## config.mk

```make
export PLATFORM = sky130hd
export DESIGN_NAME = four_port_parallel_io
export DESIGN_NICKNAME = d
export VERILOG_FILES = /design/src/design/gpio_pkg.sv /design/src/design/four_port_parallel_io.sv
export SDC_FILE = /design/constraint.sdc
export NUM_CORES = 1
export LEC_CHECK = 0
export ABC_AREA = 1
export ABC_CLOCK_PERIOD_IN_PS = 1500
export BUFFER_PORTS_ARGS = -buffer_cell sky130_fd_sc_hd__buf_2
export CAP_MARGIN = 15
export CORE_ASPECT_RATIO = 0.5
export CORE_MARGIN = 2
export CORE_UTILIZATION = 44
export DETAILED_ROUTE_END_ITERATION = 10
export GPL_TIMING_DRIVEN = 1
export PLACE_DENSITY = 0.75
export SETUP_SLACK_MARGIN = 0.2
export SYNTH_ARGS = -nofsm -noshare
export SYNTH_HDL_FRONTEND = slang
export SYNTH_SLANG_ARGS = --single-unit
export TNS_END_PERCENT = 1
```

## constraint.sdc

```tcl
create_clock -name CLK_IN -period 1.5 [get_ports CLK_IN]
set_input_delay 0.15 -clock CLK_IN [delete_from_list [all_inputs] [get_ports CLK_IN]]
set_output_delay 0.15 -clock CLK_IN [all_outputs]
set_load 0.02 [all_outputs]
```

## src/design/gpio_pkg.sv

```systemverilog
/*
 * Package for the four-port parallel I/O bank: register offsets, field
 * positions, implemented-bit masks and reset values.
 * Assumes a byte-wide register port with addresses 0x0 to 0xF.
 */
package gpio_pkg;

	// ----------------------------------------------------------------
	// Register offsets
	// ----------------------------------------------------------------
	localparam logic [3:0] FIRST_PORT_DATA_OFS = 4'h0;
	localparam logic [3:0] SECOND_PORT_DATA_OFS = 4'h1;
	localparam logic [3:0] THIRD_PORT_DATA_OFS = 4'h2;
	localparam logic [3:0] FOURTH_PORT_DATA_OFS = 4'h3;
	localparam logic [3:0] FIRST_PORT_DIRECTION_OFS = 4'h4;
	localparam logic [3:0] SECOND_PORT_DIRECTION_OFS = 4'h5;
	localparam logic [3:0] THIRD_PORT_DIRECTION_OFS = 4'h6;
	localparam logic [3:0] FOURTH_PORT_DIRECTION_OFS = 4'h7;

	// ----------------------------------------------------------------
	// Field positions and masks
	// ----------------------------------------------------------------
	localparam logic [7:0] SECOND_PORT_MASK = 8'hE0;
	localparam logic [7:0] FOURTH_DIR_MASK = 8'h20;
	localparam logic [7:0] FOURTH_READ_MASK = 8'hA0;
	localparam logic [7:0] CONVERTER_PIN_MASK = 8'hF8;
	localparam int SERIAL_OUT_BIT = 5;
	localparam int SERIAL_IN_BIT = 6;
	localparam int SERIAL_CLK_BIT = 7;
	localparam int FOURTH_BIDIR_BIT = 5;
	localparam int FOURTH_INPUT_BIT = 7;

	// ----------------------------------------------------------------
	// Reset values
	// ----------------------------------------------------------------
	localparam logic [7:0] DIRECTION_RESET = 8'h00;
	localparam logic [7:0] READ_IDLE = 8'h00;

endpackage

```

## src/design/four_port_parallel_io.sv

```systemverilog
/*
 * Four-port parallel I/O bank: data latches, direction registers, pin
 * drivers, read-back, keyscan pull-up and interrupt request, and the
 * takeover of pins by the serial port and the analog converter.
 * Assumes pins arrive asynchronously; the serial port, converter and
 * mask option settings are driven by logic on the same clock.
 */
// Design decision made here: the address-and-strobe port.
`timescale 1ns/1ps

// Functional notes
// - reset clears directions, keeps data latches
// - data latches have no reset value
// - direction bit one drives, zero floats
// - read gives latch for outputs, pin otherwise
// - data writes always update the latch
// - direction registers read back as written, unimplemented bits zero
// - first port eight pins, offsets 0/4
// - second port bits five to seven
// - third port eight pins, offsets 2/6
// - fourth port bidir bit5, input bit7
// - fourth input pin always readable
// - keyscan option adds pull-up and interrupt
// - keyscan interrupt behaves like external request
// - serial enable hands second port to serial
// - second port registers stay accessible, serial modifies
// - serial out bit5, in bit6, clock bit7
// - third port pins 3-7 shared with converter
module four_port_parallel_io (
	// Clock and reset
	input wire logic CLK_IN,
	input wire logic RST_IN,
	// Register port
	input wire logic [3:0] ADDR_IN,
	input wire logic [7:0] WDATA_IN,
	input wire logic WR_IN,
	input wire logic RD_IN,
	output logic [7:0] RDATA_OUT,
	// First port pins
	input wire logic [7:0] FIRST_PORT_PINS_IN,
	output logic [7:0] FIRST_PORT_PINS_OUT,
	output logic [7:0] FIRST_PORT_PINS_OE_OUT,
	output logic [7:0] FIRST_PORT_PULLUP_OUT,
	// Second port pins, bits 7:5 used
	input wire logic [7:0] SECOND_PORT_PINS_IN,
	output logic [7:0] SECOND_PORT_PINS_OUT,
	output logic [7:0] SECOND_PORT_PINS_OE_OUT,
	// Third port pins
	input wire logic [7:0] THIRD_PORT_PINS_IN,
	output logic [7:0] THIRD_PORT_PINS_OUT,
	output logic [7:0] THIRD_PORT_PINS_OE_OUT,
	// Fourth port pins
	input wire logic FOURTH_PORT_BIDIR_PIN_IN,
	output logic FOURTH_PORT_BIDIR_PIN_OUT,
	output logic FOURTH_PORT_BIDIR_PIN_OE_OUT,
	input wire logic FOURTH_PORT_INPUT_PIN_IN,
	output logic FOURTH_PORT_INPUT_PIN_SYNC_OUT,
	// Mask option settings
	input wire logic KEYSCAN_ENABLE_IN,
	// Serial port takeover
	input wire logic SERIAL_ENABLE_BIT_IN,
	input wire logic SERIAL_MASTER_IN,
	input wire logic SERIAL_OUT_IN,
	input wire logic SERIAL_CLK_IN,
	output logic SERIAL_IN_OUT,
	output logic SERIAL_CLK_PIN_OUT,
	// Converter takeover
	input wire logic CONVERTER_ON_BIT_IN,
	output logic [7:0] CONVERTER_INPUTS_OUT,
	// Keyscan interrupt request, low active like the external pin
	output logic KEYSCAN_IRQ_N_OUT
);
	import gpio_pkg::*;

	// ----------------------------------------------------------------
	// State
	// ----------------------------------------------------------------
	typedef struct packed {
		logic [7:0] dat_a;
		logic [7:0] dat_b;
		logic [7:0] dat_c;
		logic [7:0] dat_d;
		logic [7:0] dir_a;
		logic [7:0] dir_b;
		logic [7:0] dir_c;
		logic [7:0] dir_d;
		logic [7:0] s1_a;
		logic [7:0] s2_a;
		logic [7:0] s1_b;
		logic [7:0] s2_b;
		logic [7:0] s1_c;
		logic [7:0] s2_c;
		logic [1:0] s1_d;
		logic [1:0] s2_d;
		logic [7:0] rdata;
		// Checker aid only: set once the first port latch holds a value.
		logic ld_a;
	} state_t;

	state_t st_r;
	state_t st_nxt;
	logic [7:0] pin_b_eff;
	logic [7:0] pin_d_eff;
	logic [7:0] rd_val;

	// ----------------------------------------------------------------
	// Read value
	// ----------------------------------------------------------------
	// Pins are read only after the two-stage synchroniser.
	always_comb begin
		pin_b_eff = st_r.s2_b & SECOND_PORT_MASK;
		pin_d_eff = READ_IDLE;
		pin_d_eff[FOURTH_BIDIR_BIT] = st_r.s2_d[0];
		pin_d_eff[FOURTH_INPUT_BIT] = st_r.s2_d[1];
		rd_val = READ_IDLE;
		if (ADDR_IN == FIRST_PORT_DATA_OFS) begin
			rd_val = (st_r.dat_a & st_r.dir_a) | (st_r.s2_a & ~st_r.dir_a);
		end else if (ADDR_IN == SECOND_PORT_DATA_OFS) begin
			rd_val = ((st_r.dat_b & st_r.dir_b) | (pin_b_eff & ~st_r.dir_b))
				& SECOND_PORT_MASK;
		end else if (ADDR_IN == THIRD_PORT_DATA_OFS) begin
			rd_val = (st_r.dat_c & st_r.dir_c) | (st_r.s2_c & ~st_r.dir_c);
		end else if (ADDR_IN == FOURTH_PORT_DATA_OFS) begin
			rd_val = ((st_r.dat_d & st_r.dir_d) | (pin_d_eff & ~st_r.dir_d))
				& FOURTH_READ_MASK;
		end else if (ADDR_IN == FIRST_PORT_DIRECTION_OFS) begin
			rd_val = st_r.dir_a;
		end else if (ADDR_IN == SECOND_PORT_DIRECTION_OFS) begin
			rd_val = st_r.dir_b;
		end else if (ADDR_IN == THIRD_PORT_DIRECTION_OFS) begin
			rd_val = st_r.dir_c;
		end else if (ADDR_IN == FOURTH_PORT_DIRECTION_OFS) begin
			rd_val = st_r.dir_d;
		end
	end

	// ----------------------------------------------------------------
	// Next state
	// ----------------------------------------------------------------
	always_comb begin
		st_nxt = st_r;
		st_nxt.s1_a = FIRST_PORT_PINS_IN;
		st_nxt.s2_a = st_r.s1_a;
		st_nxt.s1_b = SECOND_PORT_PINS_IN;
		st_nxt.s2_b = st_r.s1_b;
		st_nxt.s1_c = THIRD_PORT_PINS_IN;
		st_nxt.s2_c = st_r.s1_c;
		st_nxt.s1_d = {FOURTH_PORT_INPUT_PIN_IN, FOURTH_PORT_BIDIR_PIN_IN};
		st_nxt.s2_d = st_r.s1_d;
		st_nxt.rdata = RD_IN ? rd_val : READ_IDLE;
		// Unknown until the first write, so the latch check stays quiet before then.
		st_nxt.ld_a = st_r.ld_a | (WR_IN && ADDR_IN == FIRST_PORT_DATA_OFS);
		// Writes hit the latch regardless of direction, input pins stay untouched.
		if (WR_IN) begin
			if (ADDR_IN == FIRST_PORT_DATA_OFS) begin
				st_nxt.dat_a = WDATA_IN;
			end else if (ADDR_IN == SECOND_PORT_DATA_OFS) begin
				st_nxt.dat_b = WDATA_IN & SECOND_PORT_MASK;
			end else if (ADDR_IN == THIRD_PORT_DATA_OFS) begin
				st_nxt.dat_c = WDATA_IN;
			end else if (ADDR_IN == FOURTH_PORT_DATA_OFS) begin
				st_nxt.dat_d = WDATA_IN & FOURTH_DIR_MASK;
			end else if (ADDR_IN == FIRST_PORT_DIRECTION_OFS) begin
				st_nxt.dir_a = WDATA_IN;
			end else if (ADDR_IN == SECOND_PORT_DIRECTION_OFS) begin
				st_nxt.dir_b = WDATA_IN & SECOND_PORT_MASK;
			end else if (ADDR_IN == THIRD_PORT_DIRECTION_OFS) begin
				st_nxt.dir_c = WDATA_IN;
			end else if (ADDR_IN == FOURTH_PORT_DIRECTION_OFS) begin
				st_nxt.dir_d = WDATA_IN & FOURTH_DIR_MASK;
			end
		end
		// While the serial port runs and no register write is under way, the received bit lands in the latch,
		// which is how it modifies the second port contents.
		if (SERIAL_ENABLE_BIT_IN && !WR_IN) begin
			st_nxt.dat_b[SERIAL_IN_BIT] = st_r.s2_b[SERIAL_IN_BIT];
		end
	end

	// ----------------------------------------------------------------
	// Registers
	// ----------------------------------------------------------------
	// Data latches are deliberately left out of the reset.
	always_ff @(posedge CLK_IN) begin
		st_r <= st_nxt;
		if (RST_IN) begin
			st_r.dir_a <= DIRECTION_RESET;
			st_r.dir_b <= DIRECTION_RESET;
			st_r.dir_c <= DIRECTION_RESET;
			st_r.dir_d <= DIRECTION_RESET;
			st_r.rdata <= READ_IDLE;
		end
	end

	// ----------------------------------------------------------------
	// Pin drivers
	// ----------------------------------------------------------------
	always_comb begin
		FIRST_PORT_PINS_OUT = st_r.dat_a;
		FIRST_PORT_PINS_OE_OUT = st_r.dir_a;
		FIRST_PORT_PULLUP_OUT = KEYSCAN_ENABLE_IN ? ~st_r.dir_a : 8'h00;
		SECOND_PORT_PINS_OUT = st_r.dat_b;
		SECOND_PORT_PINS_OE_OUT = st_r.dir_b;
		if (SERIAL_ENABLE_BIT_IN) begin
			SECOND_PORT_PINS_OUT[SERIAL_OUT_BIT] = SERIAL_OUT_IN;
			SECOND_PORT_PINS_OE_OUT[SERIAL_OUT_BIT] = 1'b1;
			SECOND_PORT_PINS_OE_OUT[SERIAL_IN_BIT] = 1'b0;
			SECOND_PORT_PINS_OUT[SERIAL_CLK_BIT] = SERIAL_CLK_IN;
			SECOND_PORT_PINS_OE_OUT[SERIAL_CLK_BIT] = SERIAL_MASTER_IN;
		end
		THIRD_PORT_PINS_OUT = st_r.dat_c;
		THIRD_PORT_PINS_OE_OUT = st_r.dir_c;
		// The converter needs its pins floating; the latch still holds.
		if (CONVERTER_ON_BIT_IN) begin
			THIRD_PORT_PINS_OE_OUT = st_r.dir_c & ~CONVERTER_PIN_MASK;
		end
		FOURTH_PORT_BIDIR_PIN_OUT = st_r.dat_d[FOURTH_BIDIR_BIT];
		FOURTH_PORT_BIDIR_PIN_OE_OUT = st_r.dir_d[FOURTH_BIDIR_BIT];
	end

	// ----------------------------------------------------------------
	// Shared-function outputs
	// ----------------------------------------------------------------
	assign RDATA_OUT = st_r.rdata;
	assign FOURTH_PORT_INPUT_PIN_SYNC_OUT = st_r.s2_d[1];
	assign SERIAL_IN_OUT = st_r.s2_b[SERIAL_IN_BIT];
	assign SERIAL_CLK_PIN_OUT = st_r.s2_b[SERIAL_CLK_BIT];
	assign CONVERTER_INPUTS_OUT = CONVERTER_ON_BIT_IN ? (st_r.s2_c & CONVERTER_PIN_MASK) : 8'h00;
	// Any low first-port input pin pulls the request low, as the external pin would.
	assign KEYSCAN_IRQ_N_OUT = !(KEYSCAN_ENABLE_IN && |(~st_r.s2_a & ~st_r.dir_a));

	// ----------------------------------------------------------------
	// Checks
	// ----------------------------------------------------------------
	AST_DIR_RESET: assert property (@(posedge CLK_IN) RST_IN |=>
		(FIRST_PORT_PINS_OE_OUT == 8'h00 && THIRD_PORT_PINS_OE_OUT == 8'h00))
		else $error("Direction not cleared by reset");
	AST_LATCH_KEEP: assert property (@(posedge CLK_IN) st_r.ld_a && RST_IN && !WR_IN |=>
		FIRST_PORT_PINS_OUT == $past(FIRST_PORT_PINS_OUT))
		else $error("Reset changed a data latch");
	AST_DRIVE: assert property (@(posedge CLK_IN) disable iff (RST_IN)
		WR_IN && ADDR_IN == FIRST_PORT_DIRECTION_OFS |=> FIRST_PORT_PINS_OE_OUT == $past(WDATA_IN))
		else $error("Drive enable does not follow direction");
	AST_READ_OUT: assert property (@(posedge CLK_IN) disable iff (RST_IN)
		RD_IN && ADDR_IN == 4'h0 && FIRST_PORT_PINS_OE_OUT == 8'hFF
		|=> RDATA_OUT == $past(FIRST_PORT_PINS_OUT))
		else $error("Output read does not return latch");
	AST_WRITE_LATCH: assert property (@(posedge CLK_IN) disable iff (RST_IN)
		WR_IN && ADDR_IN == 4'h2 |=> THIRD_PORT_PINS_OUT == $past(WDATA_IN))
		else $error("Data write not latched");
	AST_DIR_RB: assert property (@(posedge CLK_IN) disable iff (RST_IN)
		WR_IN && ADDR_IN == 4'h4 ##1 RD_IN && ADDR_IN == 4'h4 && !$past(RST_IN)
		|=> RDATA_OUT == $past(WDATA_IN, 2))
		else $error("Direction read-back wrong");
	AST_UNIMPL: assert property (@(posedge CLK_IN) disable iff (RST_IN)
		$past(RD_IN) && $past(ADDR_IN) == 4'h3 |-> (RDATA_OUT & 8'h5F) == 8'h00)
		else $error("Unimplemented bits not zero");
	AST_SERIAL_OUT: assert property (@(posedge CLK_IN) disable iff (RST_IN)
		SERIAL_ENABLE_BIT_IN |-> SECOND_PORT_PINS_OE_OUT[5] && !SECOND_PORT_PINS_OE_OUT[6])
		else $error("Serial pin takeover wrong");
	AST_CONV: assert property (@(posedge CLK_IN) disable iff (RST_IN)
		CONVERTER_ON_BIT_IN |-> (THIRD_PORT_PINS_OE_OUT & 8'hF8) == 8'h00)
		else $error("Converter pins driven");
	AST_KEYSCAN: assert property (@(posedge CLK_IN) disable iff (RST_IN)
		!KEYSCAN_ENABLE_IN |-> KEYSCAN_IRQ_N_OUT)
		else $error("Keyscan request without option");

	// ----------------------------------------------------------------
	// Reset checks
	// ----------------------------------------------------------------
	// The serial port may own bits 5 and 7 right after reset, so that case is left out.
	AST_DIR_RESET_BD: assert property (@(posedge CLK_IN)
		RST_IN ##1 !SERIAL_ENABLE_BIT_IN |->
		(SECOND_PORT_PINS_OE_OUT == 8'h00 && !FOURTH_PORT_BIDIR_PIN_OE_OUT))
		else $error("Second or fourth port direction not cleared by reset");

	// ----------------------------------------------------------------
	// Register port checks
	// ----------------------------------------------------------------
	AST_RDATA_IDLE: assert property (@(posedge CLK_IN) disable iff (RST_IN)
		!RD_IN |=> RDATA_OUT == READ_IDLE)
		else $error("Read data not idle outside a read");

	AST_WR_A: assert property (@(posedge CLK_IN) disable iff (RST_IN)
		WR_IN && ADDR_IN == FIRST_PORT_DATA_OFS |=> FIRST_PORT_PINS_OUT == $past(WDATA_IN))
		else $error("First port latch not written");

	AST_WR_B: assert property (@(posedge CLK_IN) disable iff (RST_IN)
		!SERIAL_ENABLE_BIT_IN && WR_IN && ADDR_IN == SECOND_PORT_DATA_OFS ##1 !SERIAL_ENABLE_BIT_IN
		|-> SECOND_PORT_PINS_OUT == ($past(WDATA_IN) & SECOND_PORT_MASK))
		else $error("Second port latch not written");

	AST_WR_D: assert property (@(posedge CLK_IN) disable iff (RST_IN)
		WR_IN && ADDR_IN == FOURTH_PORT_DATA_OFS |=> FOURTH_PORT_BIDIR_PIN_OUT == $past(WDATA_IN[5]))
		else $error("Fourth port latch not written");

	AST_OE_B: assert property (@(posedge CLK_IN) disable iff (RST_IN)
		!SERIAL_ENABLE_BIT_IN && WR_IN && ADDR_IN == SECOND_PORT_DIRECTION_OFS
		##1 !SERIAL_ENABLE_BIT_IN |-> SECOND_PORT_PINS_OE_OUT == ($past(WDATA_IN) & SECOND_PORT_MASK))
		else $error("Second port drive does not follow direction");

	AST_OE_C: assert property (@(posedge CLK_IN) disable iff (RST_IN)
		!CONVERTER_ON_BIT_IN && WR_IN && ADDR_IN == THIRD_PORT_DIRECTION_OFS
		##1 !CONVERTER_ON_BIT_IN |-> THIRD_PORT_PINS_OE_OUT == $past(WDATA_IN))
		else $error("Third port drive does not follow direction");

	AST_OE_D: assert property (@(posedge CLK_IN) disable iff (RST_IN)
		WR_IN && ADDR_IN == FOURTH_PORT_DIRECTION_OFS
		|=> FOURTH_PORT_BIDIR_PIN_OE_OUT == $past(WDATA_IN[5]))
		else $error("Fourth port drive does not follow direction");

	AST_DIR_B_RB: assert property (@(posedge CLK_IN) disable iff (RST_IN)
		WR_IN && ADDR_IN == SECOND_PORT_DIRECTION_OFS ##1 RD_IN && ADDR_IN == SECOND_PORT_DIRECTION_OFS
		|=> RDATA_OUT == ($past(WDATA_IN, 2) & SECOND_PORT_MASK))
		else $error("Second port direction read-back wrong");

	AST_DIR_D_RB: assert property (@(posedge CLK_IN) disable iff (RST_IN)
		WR_IN && ADDR_IN == FOURTH_PORT_DIRECTION_OFS ##1 RD_IN && ADDR_IN == FOURTH_PORT_DIRECTION_OFS
		|=> RDATA_OUT == ($past(WDATA_IN, 2) & FOURTH_DIR_MASK))
		else $error("Fourth port direction read-back wrong");

	AST_UNIMPL_B: assert property (@(posedge CLK_IN) disable iff (RST_IN)
		$past(RD_IN) && $past(ADDR_IN) == SECOND_PORT_DATA_OFS |-> (RDATA_OUT & ~SECOND_PORT_MASK) == 8'h00)
		else $error("Second port unimplemented bits not zero");

	// Indices 8 to 15 decode to nothing and must read back as idle.
	AST_UNMAPPED: assert property (@(posedge CLK_IN) disable iff (RST_IN)
		$past(RD_IN) && $past(ADDR_IN[3]) |-> RDATA_OUT == READ_IDLE)
		else $error("Unmapped index returned data");

	// ----------------------------------------------------------------
	// Shared pin checks
	// ----------------------------------------------------------------
	AST_SERIAL_DATA: assert property (@(posedge CLK_IN) disable iff (RST_IN)
		SERIAL_ENABLE_BIT_IN |-> SECOND_PORT_PINS_OUT[SERIAL_OUT_BIT] == SERIAL_OUT_IN)
		else $error("Serial data not on bit five");

	AST_SERIAL_CLK: assert property (@(posedge CLK_IN) disable iff (RST_IN)
		SERIAL_ENABLE_BIT_IN |-> SECOND_PORT_PINS_OE_OUT[SERIAL_CLK_BIT] == SERIAL_MASTER_IN)
		else $error("Serial clock direction wrong");

	// Both serial inputs pass the same two-stage synchroniser as the port read.
	AST_SERIAL_IN: assert property (@(posedge CLK_IN) disable iff (RST_IN)
		SERIAL_IN_OUT == $past(SECOND_PORT_PINS_IN[SERIAL_IN_BIT], 2))
		else $error("Serial data input not synchronised");

	AST_SERIAL_CLK_IN: assert property (@(posedge CLK_IN) disable iff (RST_IN)
		SERIAL_CLK_PIN_OUT == $past(SECOND_PORT_PINS_IN[SERIAL_CLK_BIT], 2))
		else $error("Serial clock input not synchronised");

	AST_PULLUP_ON: assert property (@(posedge CLK_IN) disable iff (RST_IN)
		KEYSCAN_ENABLE_IN |-> FIRST_PORT_PULLUP_OUT == ~FIRST_PORT_PINS_OE_OUT)
		else $error("Pull-up missing on keyscan input");

	AST_PULLUP_OFF: assert property (@(posedge CLK_IN) disable iff (RST_IN)
		!KEYSCAN_ENABLE_IN |-> FIRST_PORT_PULLUP_OUT == 8'h00)
		else $error("Pull-up on without keyscan option");

	AST_INPUT_SYNC: assert property (@(posedge CLK_IN) disable iff (RST_IN)
		FOURTH_PORT_INPUT_PIN_SYNC_OUT == $past(FOURTH_PORT_INPUT_PIN_IN, 2))
		else $error("Input-only pin not synchronised");

	AST_CONV_IN: assert property (@(posedge CLK_IN) disable iff (RST_IN)
		CONVERTER_ON_BIT_IN |-> (CONVERTER_INPUTS_OUT & ~CONVERTER_PIN_MASK) == 8'h00)
		else $error("Converter sees a plain port pin");

	AST_CONV_OFF: assert property (@(posedge CLK_IN) disable iff (RST_IN)
		!CONVERTER_ON_BIT_IN |-> CONVERTER_INPUTS_OUT == 8'h00)
		else $error("Converter inputs live while off");

	// ----------------------------------------------------------------
	// Cover points
	// ----------------------------------------------------------------
	CVR_CONV: cover property (@(posedge CLK_IN) CONVERTER_ON_BIT_IN && THIRD_PORT_PINS_OE_OUT != 8'h00);
	CVR_SERIAL: cover property (@(posedge CLK_IN) SERIAL_ENABLE_BIT_IN && SERIAL_MASTER_IN);
	CVR_KEY: cover property (@(posedge CLK_IN) !KEYSCAN_IRQ_N_OUT);
	CVR_WR_RD: cover property (@(posedge CLK_IN) WR_IN ##1 RD_IN);

endmodule // four_port_parallel_io

```

* Yosys cells after proc, flatten, opt, wreduce, memory -nomap -nowiden
Cells that the tools add are included.
** Operators by class
- Reductions and logical operators :: 18
- Muxes and demuxes :: 30
- Bitwise gates (word level) :: 26
- Eq/ne operators :: 8
** Operators with widths (number)
- $mux W8 :: 14
- $mux W55 :: 2
- $and A8 B8 Y8 :: 8
- $mux W48 :: 1
- $mux W38 :: 1
- $mux W32 :: 1
- $not A8 Y8 :: 4
- $mux W24 :: 1
- $mux W6 :: 4
- $or A8 B8 Y8 :: 3
- $eq A4 B3 Y1 const B :: 4
- $mux W16 :: 1
- $reduce_and A9 Y1 :: 1
- $eq A4 B2 Y1 const B :: 2
- $not A1 Y1 :: 8
- $not A6 Y8 :: 1
- $or A6 B8 Y8 :: 1
- $reduce_and A8 Y1 :: 1
- $reduce_or A8 Y1 :: 1
- $mux W7 :: 1
- $reduce_and A7 Y1 :: 1
- $and A6 B6 Y6 :: 1
- $reduce_and A3 Y1 :: 2
- $reduce_and A6 Y1 :: 1
- 12 further kinds :: 17
** Storage, ports and cells
- Register bits after elaboration :: 100
- Logic and storage cells :: 100
- Output and inout port bits :: 78
- Input bits :: 48

* Logic depth before layout (Yosys ltp)
- Depth after elaboration :: 11
- Depth in mapped cells :: 9
- Gate-level depth less buffers :: 9

* Worst setup path before layout
No wires, ideal clock.
- Kind :: input-to-reg
- Start :: input port ADDR_IN[2]
- End :: register st_r (netlist bit FIRST_PORT_PINS_OUT[0]) (enable)
- Data required time :: 1.105 ns
- Setup time :: 0.395 ns
- Arrival time :: 1.126 ns
- Path buffers :: 0
- Stages :: 3
- Path slack :: -0.021 ns
- Path through :: inv_1 -> nand2_1 -> nor4_1
** Between the ends
- Cells in the longest elaborated chain, start to end :: 2
** RTL lines
- start, declared :: line four_port_parallel_io.sv:34 : input wire logic [3:0] ADDR_IN,
- $logic_not A4 Y1 :: line four_port_parallel_io.sv:155 : if (ADDR_IN == FIRST_PORT_DATA_OFS) begin
- $reduce_and A2 Y1 (no line)
- end signal, assigned :: line four_port_parallel_io.sv:185 : st_r <= st_nxt;
- end, declared :: line four_port_parallel_io.sv:100 : state_t st_r;
No other way between the ends.
A chain may end at the register's enable or synchronous reset.

* Final worst setup path
- Start :: register st_r (netlist bit FIRST_PORT_PINS_OE_OUT[5])
- End :: output port KEYSCAN_IRQ_N_OUT
** Between the ends
- Cells in the longest elaborated chain, start to end :: 5
** RTL lines
- $not A8 Y8 :: line four_port_parallel_io.sv:230 : assign KEYSCAN_IRQ_N_OUT = !(KEYSCAN_ENABLE_IN && |(~st_r.s2_a & ~st_r.dir_a));
- $and A8 B8 Y8 :: line four_port_parallel_io.sv:230
- $reduce_or A8 Y1 :: line four_port_parallel_io.sv:230
- $logic_and A1 B1 Y1 :: line four_port_parallel_io.sv:230
- $logic_not A1 Y1 :: line four_port_parallel_io.sv:230
- end, declared :: line four_port_parallel_io.sv:71 : output logic KEYSCAN_IRQ_N_OUT
No other way between the ends.

==> flow_summary_export.csv <==
group,metric,value,unit
power,leakage,2.13,nW
synthesis,synthDistinctLibCells,29,
setup_path,crit_slowest_cell,"dfxtp_2",
timing,timing.final.crit_period,1.37,ns
route,ant_nets,0,
power,total_power,5.40,mW
synthesis,synthArstFlopShare,0,%
setup_path,worstPathArrival,1.22,ns
setup_path,critical_path.max_fanout,3,
hold_path,hp-start,"WDATA_IN[1]",
global_route,grt.overflow.total,0,
cells_and_area,n_antenna_cell,0,
route,drt-total-wl,8.42,mm
clocking,cts_buffers,9,
floorplanning,core_area,7540,um^2
setup_path,max_stage_delay,0.34,ns
floorplanning,initial_core_util,46.7,%
timing,setup_ws,0.134,ns
timing,holdWs,0.0352,ns
placed_design,pre_cts_slack,0.144,ns
floorplanning,row_count,22,
clocking,cts.sinks,90,
power,p_per_area,1190,nW/um^2
clocking,cts_buffer_depth,2,
clocking,tritoncts,"yes",
cells_and_area,fin_nets,549,
timing,slew_viol_final,0,
clocking,clk_pin_slew_worst_paths,0.06,ns
route,dr.pass1.iters,4,
hold_path,hold_end,"FIRST_PORT_PINS_OUT[1]",
timing,tns,0,ns
global_route,first_global_vias,2722,
setup_path,end_kind,"primary output",
route,vias_per_cell,4.66,
global_route,grt_pass1_wl,13.0,mm
clocking,root_buffer,"clkbuf_16",
route,vias,2856,
floorplanning,die_h,67.2,um
synthesis,ys_seq_area_share,56.9,%
global_route,antenna_found_initial,0,
timing,min_period_over_period,91.1,%
cells_and_area,area_delta_synth_final,29.0,%
synthesis,synth_edf_count,20,
run_status,status,"complete, no violations",
synthesis,ys.flop_type,"dfxtp_1",
placed_design,portBuffers,107,
setup_path,rrSetupSlack,0.25,ns
setup_path,r2r-end,"RDATA_OUT[4]",
route,avgRoutedWirePerCell,13.7,um
setup_path,r2r_start,"FIRST_PORT_PINS_OE_OUT[4]",
job,cap_violations,0,
timing,setup_viol,0,
placed_design,routabilityCongestion,0.839,
hold_path,min_delay_path_depth,1,
placed_design,place_hpwl,5.92,mm
cells_and_area,drive_gt1_share,32.5,%
floorplanning,io_pins,126,
synthesis,syn_avg_cell_area,9.17,um^2
floorplanning,dieArea,8770,um^2
route,drtIter0Drc,175,
clocking,clock_latency,0.34,ns
setup_path,worstSetupStartpoint,"FIRST_PORT_PINS_OE_OUT[5]",
setup_path,r2r_cells,8,
timing,rsz0062_at_grt,"true",
timing,fmax,0.732,GHz
synthesis,ys_warn_count,0,
global_route,grt_usage,20.0,%
timing,finClkSkew,0.00839,ns
power,ir_drop,0.902,mV
setup_path,path_cells,"nor2_2 -> inv_1 -> nand4_1 -> o21ai_1 -> buf_4",
timing,finalHoldViolCount,0,
clocking,cts-htree-levels,3,
synthesis,ys_ff_latch,90,
synthesis,syn_inst,384,
global_route,grt_max_degree,18,
setup_path,setup.worst_path.start_class,"flip-flop",
synthesis,syn_area,3520,um^2
floorplanning,die-width,130,um
route,route.detailed.drc,0,
setup_path,critPathKind,"reg2out",
hold_path,hold_path.class,"in2reg",
setup_path,required,1.35,ns
==> metal layers <==
metal	part of all wire, %	track usage [%]	up-vias
met5	0	0	-
met4	0.75	5.32	0
met3	6.2	7.69	8
met2	50	35.9	95
met1	43	22.8	1332
li1	-	-	1421
==> cell families (layout without fill, tap and decap cells) <==
kind of cell	count (synthesis)	after routing	share of synthesized area, %
compound gates	79	79	12.2
buf+inv	105	214	16.8
flops	90	90	56.9
other cells	1	13	0.107
simple gates	109	109	14.1
==> through the flow <==
step / utilization (%) / cell area, um^2 / cells
final: 60.2 / 4540 / 613
after global routing: 60.2 / 4540 / 613
after CTS: 60.1 / 4530 / 612
after detailed placement: 51.5 / 3890 / 562
after global placement: 51.5 / 3890 / 562
after floorplan: - / 3570 / 396
==> power by group <==
part	switching, mW	leakage (nW)	internal (mW)
logic	0.307	1.21	0.190
registers	0.0317	0.767	2.56
clock network	0.878	0.150	1.43
total	1.22	2.13	4.18
==> sequential cells by signal, indices dropped and copies added (netlist names) <==
name and flops:
SECOND_PORT_PINS_OUT 1, FOURTH_PORT_INPUT_PIN_SYNC_OUT 1, pin_d_eff 1, pin_b_eff 1, SERIAL_CLK_PIN_OUT 1, FIRST_PORT_PINS_OUT 8
THIRD_PORT_PINS_OUT 8, FOURTH_PORT_BIDIR_PIN_OE_OUT 1, RDATA_OUT 8, FOURTH_PORT_BIDIR_PIN_OUT 1, st_r 29, FIRST_PORT_PINS_OE_OUT 8
st_nxt 21, SERIAL_IN_OUT 1
==> synthesized netlist by cell type, types with 2 or more instances <==
library cell / instances / area share [%]
clkbuf_1: 4 / 0.43
clkinv_1: 2 / 0.21
o21ai_0: 27 / 3.8
dfxtp_1: 70 / 40
nor2_4: 2 / 0.64
nand3_1: 14 / 2.0
a21oi_1: 34 / 4.8
o21ai_1: 3 / 0.43
edfxtp_1: 20 / 17
nand2_1: 49 / 5.2
buf_4: 50 / 11
o22ai_1: 5 / 0.89
nand4_1: 3 / 0.53
nor2_1: 33 / 3.5
o211ai_1: 9 / 1.9
inv_1: 45 / 4.8
inv_2: 2 / 0.21
==> worst max-delay path, delay by kind of cell, from the launching register on <==
kind / cells / cell delay, ns
buf+inv: 2 / 0.22
flops: 1 / 0.34
simple gates: 2 / 0.16
compound gates: 1 / 0.17
==> cell type report <==
type                            count  area (um^2)
Clock buffer                       12          268
Clock inverter                      3         46.3
Fill cell                         652         3000
Inverter                           49          184
Multi-Input combinational cell    201          981
Sequential cell                    90         2010
Tap cell                          108          135
Timing Repair Buffer              150          913
==> layout by cell type, fill, tap and decap left out, types with 3 or more instances in the layout <==
cell             n
buf_4           23
dlygate4sd3_1   21
o21ai_0         26
nor2_1          32
o211ai_1         9
inv_1           45
dfxtp_1         62
nand4_1          3
conb_1          13
buf_2          106
nand2_1         49
edfxtp_1        20
dfxtp_2          8
o21ai_1          4
a21oi_1         34
o22ai_1          5
clkbuf_16       10
nand3_1         14
==> timing repair <==
action,in CTS,in global routing
hold buffers,21,0
hold endpoints to repair,21,0
buffers inserted,14,1
cloned,0,0
resized for setup,10,1
endpoints found under the setup margin,1,4
pin swaps,3,3
==> worst max-delay path by stage <==
stage,slack (ns),endpoint
after floorplan,0.31,FIRST_PORT_PINS_OUT[0]
after global placement,0.18,st_r[70]
after detailed placement,0.14,st_r[70]
after CTS,0.16,KEYSCAN_IRQ_N_OUT
after global routing,0.05,KEYSCAN_IRQ_N_OUT
final,0.13,KEYSCAN_IRQ_N_OUT
Power figures use the tool's default switching activity.
